[src/design/bti_map.svh]
// bti_map.svh: offsets, field positions, reset values and timing counts
// for the bit-invert execution block.
// assumes: included by bare name from the package and the design modules.
`ifndef BTI_MAP_SVH
`define BTI_MAP_SVH

// instruction word layout
`define BTI_OPCODE          4'h7
`define BTI_OPC_HI          15
`define BTI_OPC_LO          12
`define BTI_BIT_HI          11
`define BTI_BIT_LO          9
`define BTI_BANK_FLAG_POS   8
`define BTI_FILE_HI         7
`define BTI_FILE_LO         0

// access bank mapping: lower half sits in bank 0, upper half in the top bank
`define BTI_ACCESS_SPLIT    8'h80
`define BTI_ACCESS_LO_BANK  4'h0
`define BTI_ACCESS_HI_BANK  4'hF

// widths
`define BTI_WORD_W          16
`define BTI_DATA_W          8
`define BTI_BANK_W          4
`define BTI_ADDR_W          12

// reset values
`define BTI_ADDR_RST        12'h000
`define BTI_DATA_RST        8'h00
`define BTI_BIT_RST         3'h0

// one instruction cycle is four clocks, one per quarter phase
`define BTI_CLK_PER_ICYC    4

`endif

[src/design/bti_pkg.sv]
// bti_pkg: types and shared arithmetic for the bit-invert execution block.
// assumes: bti_map.svh is on the include path.
`include "bti_map.svh"

package bti_pkg;

  // quarter phases of one instruction cycle
  typedef enum logic [1:0]
  {
    BTI_Q1,
    BTI_Q2,
    BTI_Q3,
    BTI_Q4
  } bti_phase_t;

  typedef logic [`BTI_DATA_W-1:0] bti_byte_t;
  typedef logic [`BTI_ADDR_W-1:0] bti_addr_t;

  // one-hot mask for the selected bit
  function automatic bti_byte_t bti_bit_mask(input logic [2:0] bit_sel);
    bti_byte_t m;
    m = `BTI_DATA_RST;
    m[bit_sel] = 1'b1;
    return m;
  endfunction

endpackage

[src/design/bti_bit_flip.sv]
// bti_bit_flip: process stage, inverts one bit of the byte read back.
// assumes: rdata is valid on the clock edge where load is high.
`timescale 1ns/1ps
`include "bti_map.svh"
`default_nettype none

module bti_bit_flip
  import bti_pkg::*;
(
  input  wire logic                   clk,
  input  wire logic                   rst,
  input  wire logic                   ce,
  input  wire logic                   load,
  input  wire logic [2:0]             bit_sel,
  input  wire logic [`BTI_DATA_W-1:0] rdata,
  output var  logic [`BTI_DATA_W-1:0] wdata
);

  ////////////////////////////////////////////////////////////////////////
  // only the chosen bit moves, the other seven pass through untouched

  always_ff @(posedge clk or posedge rst)
  begin
    if (rst)
    begin
      wdata <= `BTI_DATA_RST;
    end
    else if (ce && load)
    begin
      wdata <= rdata ^ bti_bit_mask(bit_sel);
    end
  end

endmodule

`default_nettype wire

[src/design/bti_exec.sv]
// bti_exec: executes the single-word bit-invert instruction as a
// read-modify-write of one data-memory byte over four quarter phases.
// assumes: instruction word and bank select come from core logic on clk;
// data memory answers a read one clock after mem_rd_en is seen.
`timescale 1ns/1ps
`include "bti_map.svh"
`default_nettype none

// Functional notes
// - match top nibble 0111; then 3-bit bit number, bank flag, 8-bit file address.
// - invert selected bit of addressed byte, other seven bits unchanged.
// - bank flag 0 maps file address into fixed access bank, ignoring bank select.
// - bank flag 1 forms address from bank select register and file address.
// - no arithmetic status flag is changed by this instruction.
module bti_exec
  import bti_pkg::*;
(
  input  wire logic                   clk,
  input  wire logic                   rst,
  input  wire logic                   ce,
  input  wire logic                   instr_valid,
  input  wire logic [`BTI_WORD_W-1:0] instr_word,
  input  wire logic [`BTI_BANK_W-1:0] bank_select_reg,
  input  wire logic [`BTI_DATA_W-1:0] mem_rdata,
  output var  bti_phase_t             q_phase,
  output logic                        instr_taken,
  output var  logic                   exec_busy,
  output var  logic [`BTI_ADDR_W-1:0] mem_addr,
  output var  logic                   mem_rd_en,
  output var  logic                   mem_wr_en,
  output var  logic [`BTI_DATA_W-1:0] mem_wdata,
  output var  logic                   exec_done,
  output var  logic                   status_wr_en
);

  ////////////////////////////////////////////////////////////////////////
  // helper functions

  // opcode match on the top nibble
  function automatic logic bti_is_invert(input logic [`BTI_WORD_W-1:0] w);
    return w[`BTI_OPC_HI:`BTI_OPC_LO] == `BTI_OPCODE;
  endfunction

  // full data-memory address from bank flag, bank select and file address
  function automatic bti_addr_t bti_form_addr
  (
    input logic                   bank_flag,
    input logic [`BTI_BANK_W-1:0] bsel,
    input logic [`BTI_DATA_W-1:0] f
  );
    bti_addr_t a;
    if (bank_flag)
    begin
      a = {bsel, f};
    end
    else if (f < `BTI_ACCESS_SPLIT)
    begin
      a = {`BTI_ACCESS_LO_BANK, f};
    end
    else
    begin
      a = {`BTI_ACCESS_HI_BANK, f};
    end
    return a;
  endfunction

  ////////////////////////////////////////////////////////////////////////
  // decode of the presented word

  logic                   word_match;
  logic [2:0]             word_bit;
  logic                   word_bank_flag;
  logic [`BTI_DATA_W-1:0] word_file;
  logic                   accept;
  bti_phase_t             next_phase;

  assign word_match     = bti_is_invert(instr_word);
  assign word_bit       = instr_word[`BTI_BIT_HI:`BTI_BIT_LO];
  assign word_bank_flag = instr_word[`BTI_BANK_FLAG_POS];
  assign word_file      = instr_word[`BTI_FILE_HI:`BTI_FILE_LO];

  // words are only taken in the decode phase, any other time they are ignored
  assign accept      = ce && instr_valid && word_match && (q_phase == BTI_Q1);
  assign instr_taken = accept;

  ////////////////////////////////////////////////////////////////////////
  // quarter phase sequencer

  always_comb
  begin
    unique case (q_phase)
      BTI_Q1:
      begin
        next_phase = BTI_Q2;
      end
      BTI_Q2:
      begin
        next_phase = BTI_Q3;
      end
      BTI_Q3:
      begin
        next_phase = BTI_Q4;
      end
      BTI_Q4:
      begin
        next_phase = BTI_Q1;
      end
    endcase
  end

  always_ff @(posedge clk or posedge rst)
  begin
    if (rst)
    begin
      q_phase <= BTI_Q1;
    end
    else if (ce)
    begin
      q_phase <= next_phase;
    end
  end

  ////////////////////////////////////////////////////////////////////////
  // execution tracking: busy from decode to write back, three cycles (Q2 to Q4)

  always_ff @(posedge clk or posedge rst)
  begin
    if (rst)
    begin
      exec_busy <= 1'b0;
    end
    else if (ce)
    begin
      if (accept)
      begin
        exec_busy <= 1'b1;
      end
      else if (q_phase == BTI_Q4)
      begin
        exec_busy <= 1'b0;
      end
    end
  end

  ////////////////////////////////////////////////////////////////////////
  // operand capture in decode

  logic [2:0] bit_sel;

  always_ff @(posedge clk or posedge rst)
  begin
    if (rst)
    begin
      bit_sel  <= `BTI_BIT_RST;
      mem_addr <= `BTI_ADDR_RST;
    end
    else if (ce && accept)
    begin
      bit_sel  <= word_bit;
      // bank select sampled once here, so a later change cannot split the access
      mem_addr <= bti_form_addr(word_bank_flag, bank_select_reg, word_file);
    end
  end

  ////////////////////////////////////////////////////////////////////////
  // read of the target byte in Q2

  always_ff @(posedge clk or posedge rst)
  begin
    if (rst)
    begin
      mem_rd_en <= 1'b0;
    end
    else if (ce)
    begin
      mem_rd_en <= accept;
    end
  end

  ////////////////////////////////////////////////////////////////////////
  // process stage in Q3: read data arrives here, flipped value ready for Q4

  logic flip_load;

  assign flip_load = exec_busy && (q_phase == BTI_Q3);

  bti_bit_flip u_flip
  (
    .clk     (clk),
    .rst     (rst),
    .ce      (ce),
    .load    (flip_load),
    .bit_sel (bit_sel),
    .rdata   (mem_rdata),
    .wdata   (mem_wdata)
  );

  ////////////////////////////////////////////////////////////////////////
  // write back in Q4, the final phase

  always_ff @(posedge clk or posedge rst)
  begin
    if (rst)
    begin
      mem_wr_en <= 1'b0;
      exec_done <= 1'b0;
    end
    else if (ce)
    begin
      mem_wr_en <= flip_load;
      exec_done <= flip_load;
    end
  end

  ////////////////////////////////////////////////////////////////////////
  // status flags: never written, even when the result byte is zero

  always_ff @(posedge clk or posedge rst)
  begin
    if (rst)
    begin
      status_wr_en <= 1'b0;
    end
    else if (ce)
    begin
      status_wr_en <= 1'b0;
    end
  end

endmodule

`default_nettype wire

[config.mk]
export PLATFORM = sky130hd
export DESIGN_NAME = bti_exec
export DESIGN_NICKNAME = d
export VERILOG_FILES = /design/src/design/bti_pkg.sv /design/src/design/bti_bit_flip.sv /design/src/design/bti_exec.sv
export VERILOG_INCLUDE_DIRS = /design/src /design/src/design
export SDC_FILE = /design/constraint.sdc
export NUM_CORES = 1
export LEC_CHECK = 0
export BUFFER_PORTS_ARGS = -buffer_cell sky130_fd_sc_hd__clkbuf_2
export CAP_MARGIN = 20
export CORE_AREA = 2 2 65 67
export DETAILED_ROUTE_END_ITERATION = 12
export DIE_AREA = 0 0 67 69
export HOLD_SLACK_MARGIN = 0.05
export PLACE_DENSITY = 0.66
export SETUP_SLACK_MARGIN = 0.2
export SKIP_LAST_GASP = 1
export SLEW_MARGIN = 20
export SYNTH_ARGS = -nofsm -noshare
export SYNTH_HDL_FRONTEND = slang
export SYNTH_SLANG_ARGS = --single-unit
export TNS_END_PERCENT = 50
[constraint.sdc]
create_clock -name clk -period 2.4 [get_ports clk]
set_input_delay 0.48 -clock clk [delete_from_list [all_inputs] [get_ports clk]]
set_output_delay 0.48 -clock clk [all_outputs]
set_load 0.01 [all_outputs]
==> Word-level counts from Yosys, hierarchy flattened <==
Cells that the tools add are included.
{ "totals": {"register_bits": 28, "in_bits": 32, "out_inout_bits": 28, "word_cells": 32} }
{ "op_classes": {"magnitude_cmp": 3, "n_eq_ne": 4, "muxes": 7, "bitwise_logic": 1, "n_reduce_logical": 10} }
{ "op_table": {"columns": ["op", "n"], "rows": [
  ["two-way mux 12 bit", 2],
  ["less-than comparator 8 bit, second input constant", 1],
  ["one-hot mux 2 bit (4 select lines)", 1],
  ["XOR 8 bit", 1],
  ["logical AND 1 bit", 7],
  ["equality test 2 bit, second input constant", 2],
  ["equality test 4 x 3 -> 1 bit, second input constant", 1],
  ["less-than comparator 3 x 4 -> 1 bit, second input constant", 1],
  ["demux 1 bit (select 3 bit)", 1],
  [">= comparator 3 x 1 -> 1 bit, second input constant", 1],
  ["two-way mux 1 bit", 3],
  ["equality test 2 x 1 -> 1 bit, second input constant", 1],
  ["zero test 2 bit", 1],
  ["AND reduction 2 bit", 1],
  ["nonzero test 2 bit", 1]
]} }

==> Longest topological paths before layout <==
{ "logic_depth": {"ltp_word": 5, "mapped_depth": 6, "depth_no_buf": 5} }

==> By module <==
From an unflattened synthesis, not the netlist that was laid out.
{ "unflattened": {"hier_cells": 111, "hier_area_um2": 1362.6} }
{ "by_module_without_submodules": {"columns": ["module", "n_inst", "cells_each", "area_each_um2", "seq_area_each_um2"], "rows": [
  ["bti_exec", 1, 68, 950.9, 500.5],
  ["bti_bit_flip", 1, 43, 411.6, 200.2]
]} }

==> Least setup slack after synthesis <==
Ideal clock, no wire load.
{ "synth_timing": {"path_type": "register to output", "start": "register q_phase[0]", "end": "output port instr_taken", "arrival_ns": 1.120, "required_time_ns": 1.920, "path_slack_ns": 0.800, "stages_incl_launch_ff": 6, "path_buffers": 1, "cell_sequence": "dfrtp_1 inv_1 ha_1 nand3_4 nor2_8 buf_12"} }
{ "synth_via": {"elab_chain_cells": 2} }
{ "synth_rtl": {"columns": ["item", "line", "source"], "rows": [
  ["start, declared", "bti_exec.sv:25", "output var bti_phase_t q_phase,"],
  ["start signal, assigned", "bti_exec.sv:119", "q_phase <= next_phase;"],
  ["zero test 2 bit", "bti_exec.sv:83", "assign accept = ce && instr_valid && word_match && (q_phase == BTI_Q1);"],
  ["logical AND 1 bit", "bti_exec.sv:83", null],
  ["end, declared", "bti_exec.sv:26", "output logic instr_taken,"]
]} }
Every way passes these cells.

==> Worst setup path in the final report <==
Same ends and word-level chain as after synthesis.

==> impl_results.md <==
* Run status: finished, final reports clean
* Post-synthesis instance area at 1370 um2
* Endpoint required time on the critical path at 1.92 ns
* Cells after DPL at 214
* Pins over their slew limit at 0
* Unrepaired setup endpoints after global routing: false
* Transition at the pin with the smallest max-transition slack at 0.531 ns
* Number of antenna violations at the first check in global routing at 0
* ANT nets after route at 0
* Mapped Avg Cell Area at 12.1 um2
* Number of buffers inserted by port buffering at 58
* TritonCTS clock tree: done
* Aggregate negative setup slack at 0 ns
* Quantity of hold-fixing buffers added after cts at 0
* Type of the worst setup path: register to output pin
* Overall global routing resource usage at 0.115
* Via count of the first global-routing pass at 931
* # rows at 23
* Worst path setup slack after routing at 0.495 ns
* Net count after synthesis at 148
* Clock buffer count from CTS at 3
* Proportion of netlist area held by the largest area contributor at 0.512
* Prevailing post-synth register cell: sky130_fd_sc_hd__dfrtp_1
* Die Footprint at 4620 um2
* Hold violation total from the final report at 0
* 1st-pass router iterations at 2
* FF+latch count, synth at 28
* Worst-case vdd ir drop at 0.333 mV
* Max capacitance violation total at 0
* Clock net sink count at 28
* Starting Density at 0.349
* Yosys top cell by area: sky130_fd_sc_hd__dfrtp_1
* Largest cells by area after synthesis: sky130_fd_sc_hd__dfrtp_1 (51%), sky130_fd_sc_hd__mux2_4 (8.8%), sky130_fd_sc_hd__mux2_2 (5.8%), sky130_fd_sc_hd__nand2_1 (4.9%), sky130_fd_sc_hd__o21ai_0 (4.0%)
* Filler instances at 398
* Async S/R FF share, synth at 1.00
* Global-route wire length before repair at 4200 um
* Cell at the root of the clock tree: sky130_fd_sc_hd__clkbuf_8
* Avg WL per Cell at 11.3 um
* Peak clock frequency supported by timing at 525 MHz
* Post-layout instance count excluding filler cells at 223
* Dpl ws at 0.573 ns
* Signal arrival time at the worst endpoint at 1.43 ns
* Worst clock skew at 0.00897 ns
* Top-level port count at 60
* CTS Buffer Depth at 2
* Startpoint class of the critical path: register
* Total DRC errors in the routed layout at 0
* PostCTS Resize Cnt at 0
* Cell variety after synth at 24
* Total number of vias at 971
* Overflow left after global routing at 0
* Final weighted congestion of routability-driven global placement at 0.675
* Worst slew slack as a fraction of its limit at 0.645
* Insertion delay of the later-clocked pin in the worst-skew pair at 0.27 ns
* Yosys warning total at 0
* Final Critical Period at 1.91 ns
* Largest net degree at the start of global routing at 29
* Number of flops mapped to enable cells by yosys at 0
* Register area share after synthesis at 0.512
* Logic depth of the worst register-to-register path at 6
* Hold/Removal Path Class: input port to asynchronous set/reset pin
* Final period util at 0.794
* Final nets at 209
* Clock transition time at the flip-flop clock pins of the worst setup and hold paths at 0.10 ns
* H-tree depth at 1
* Number of antenna diodes at 0
* Final setup vio count at 0
* Floorplan core area at 3910 um2
* P_leak at 0.959 nW
* Post-Syn Instances at 113
* Post-detailed-route via-to-cell ratio at 4.35
* DRC marker count from the first detailed-route iteration at 19
* Sum of net half-perimeters after detailed placement at 1900 um
* Max FO, Critical Path at 6
* Die Y-Extent at 69 um
* Horizontal extent of the die at 67 um
* Layout overhead on the synthesized area at 28.2%
* Kind of end point of the critical path: output pin
* Cell Pwr Density at 873 nW/um2
* Fraction of final layout cells with drive strength greater than 1 at 0.503
* Final wirelength at 2520 um
cell usage in the layout (no fill, tap or decap), types with 2 or more instances in the layout:
master / n
sky130_fd_sc_hd__buf_4: 6
sky130_fd_sc_hd__clkbuf_2: 58
sky130_fd_sc_hd__clkbuf_8: 4
sky130_fd_sc_hd__dfrtp_1: 28
sky130_fd_sc_hd__ha_1: 3
sky130_fd_sc_hd__inv_1: 5
sky130_fd_sc_hd__mux2_2: 7
sky130_fd_sc_hd__mux2_4: 8
sky130_fd_sc_hd__nand2_1: 18
sky130_fd_sc_hd__nand3_1: 2
sky130_fd_sc_hd__nand3b_1: 3
sky130_fd_sc_hd__nor3b_1: 3
sky130_fd_sc_hd__o21ai_0: 11
sky130_fd_sc_hd__xnor2_1: 4
sky130_fd_sc_hd__xor2_1: 4
synthesized netlist by cell type, drive strengths merged (3+ instances only):
library cell / count
mux2: 15
nand2: 18
xnor2: 4
ha: 3
buf: 8
xor2: 4
nand3b: 3
nand3: 3
nor3b: 3
inv: 5
dfrtp: 28
o21ai: 12
kinds of logic after synthesis:
group | synth area share
DFF | 0.512
buffers and inverters | 0.0631
other | 0.00274
adders and majority gates | 0.0275
and+or+nand+nor | 0.143
muxes | 0.145
AOI/OAI and AO/OA | 0.0549
xor gates and xnor gates | 0.0512
critical path, stage by stage, from the launching register on:
cell and delay, ns:
sky130_fd_sc_hd__dfrtp_1 0.41, sky130_fd_sc_hd__inv_1 0.11, sky130_fd_sc_hd__ha_1 0.22, sky130_fd_sc_hd__nand3_4 0.12, sky130_fd_sc_hd__nor2_8 0.16, sky130_fd_sc_hd__clkbuf_2 0.15
power by group:
| group | total (W) | internal [W] | switching [W] |
|---|---|---|---|
| clock | 0.000287 | 0.000147 | 0.000140 |
| combinational | 0.000517 | 0.000267 | 0.000250 |
| sequential | 0.000727 | 0.000619 | 0.000108 |
repair_timing:
| item | in CTS | in global routing |
|---|---|---|
| setup buffers | 0 | 5 |
| endpoints found under the hold margin | 0 | 0 |
| endpoints found under the setup margin | 0 | 1 |
routing by layer:
layer / wire, um / GRT usage / part of all wire / vias to the layer above
li1: - / - / - / 490
met1: 1170 / 0.162 / 0.47 / 435
met2: 1110 / 0.169 / 0.44 / 44
met3: 227 / 0.0310 / 0.090 / 2
met4: 11 / 0.0408 / 0.0044 / 0
met5: 0 / 0 / 0 / -
final cells by class:
type,instances,area [um2],share of cell area
clock buffers,4,55.1,0.0314
inverters,5,18.8,0.0107
multi-input cells,72,581,0.331
flip-flops and latches,28,701,0.400
well taps,50,62.6,0.0357
repair buffers,64,335,0.191
metrics by stage:
step	area [um2]	hold slack, ns	util	power, W
final	1750	0.230	0.448	0.00153
after global placement	1660	0.461	0.424	0.00125
after floorplan	1370	0.514	-	0.00106
after global routing	1750	0.284	0.448	0.00165
after CTS	1720	0.242	0.438	0.00156
after detailed placement	1660	0.472	0.424	0.00126
sequential cells by signal (all words and copies together) (netlist names):
signal        cells
bit_sel           3
exec_busy         1
exec_done         1
mem_addr         12
mem_rd_en         1
q_phase           2
u_flip.wdata      8
worst paths after layout:
check                                     start         endpoint  slack (ns)
worst max-delay path                 q_phase[0]      instr_taken        0.49
worst min-delay path                        rst      mem_addr[7]        0.23
worst max register to register       q_phase[0]      mem_addr[8]        0.68
worst min register to register  u_flip.wdata[6]  u_flip.wdata[6]        0.48
max in group asynchronous                   rst        exec_done        1.90
min in group clk                  instr_word[2]      mem_addr[2]        0.43
Power figures use the tool's default switching activity.
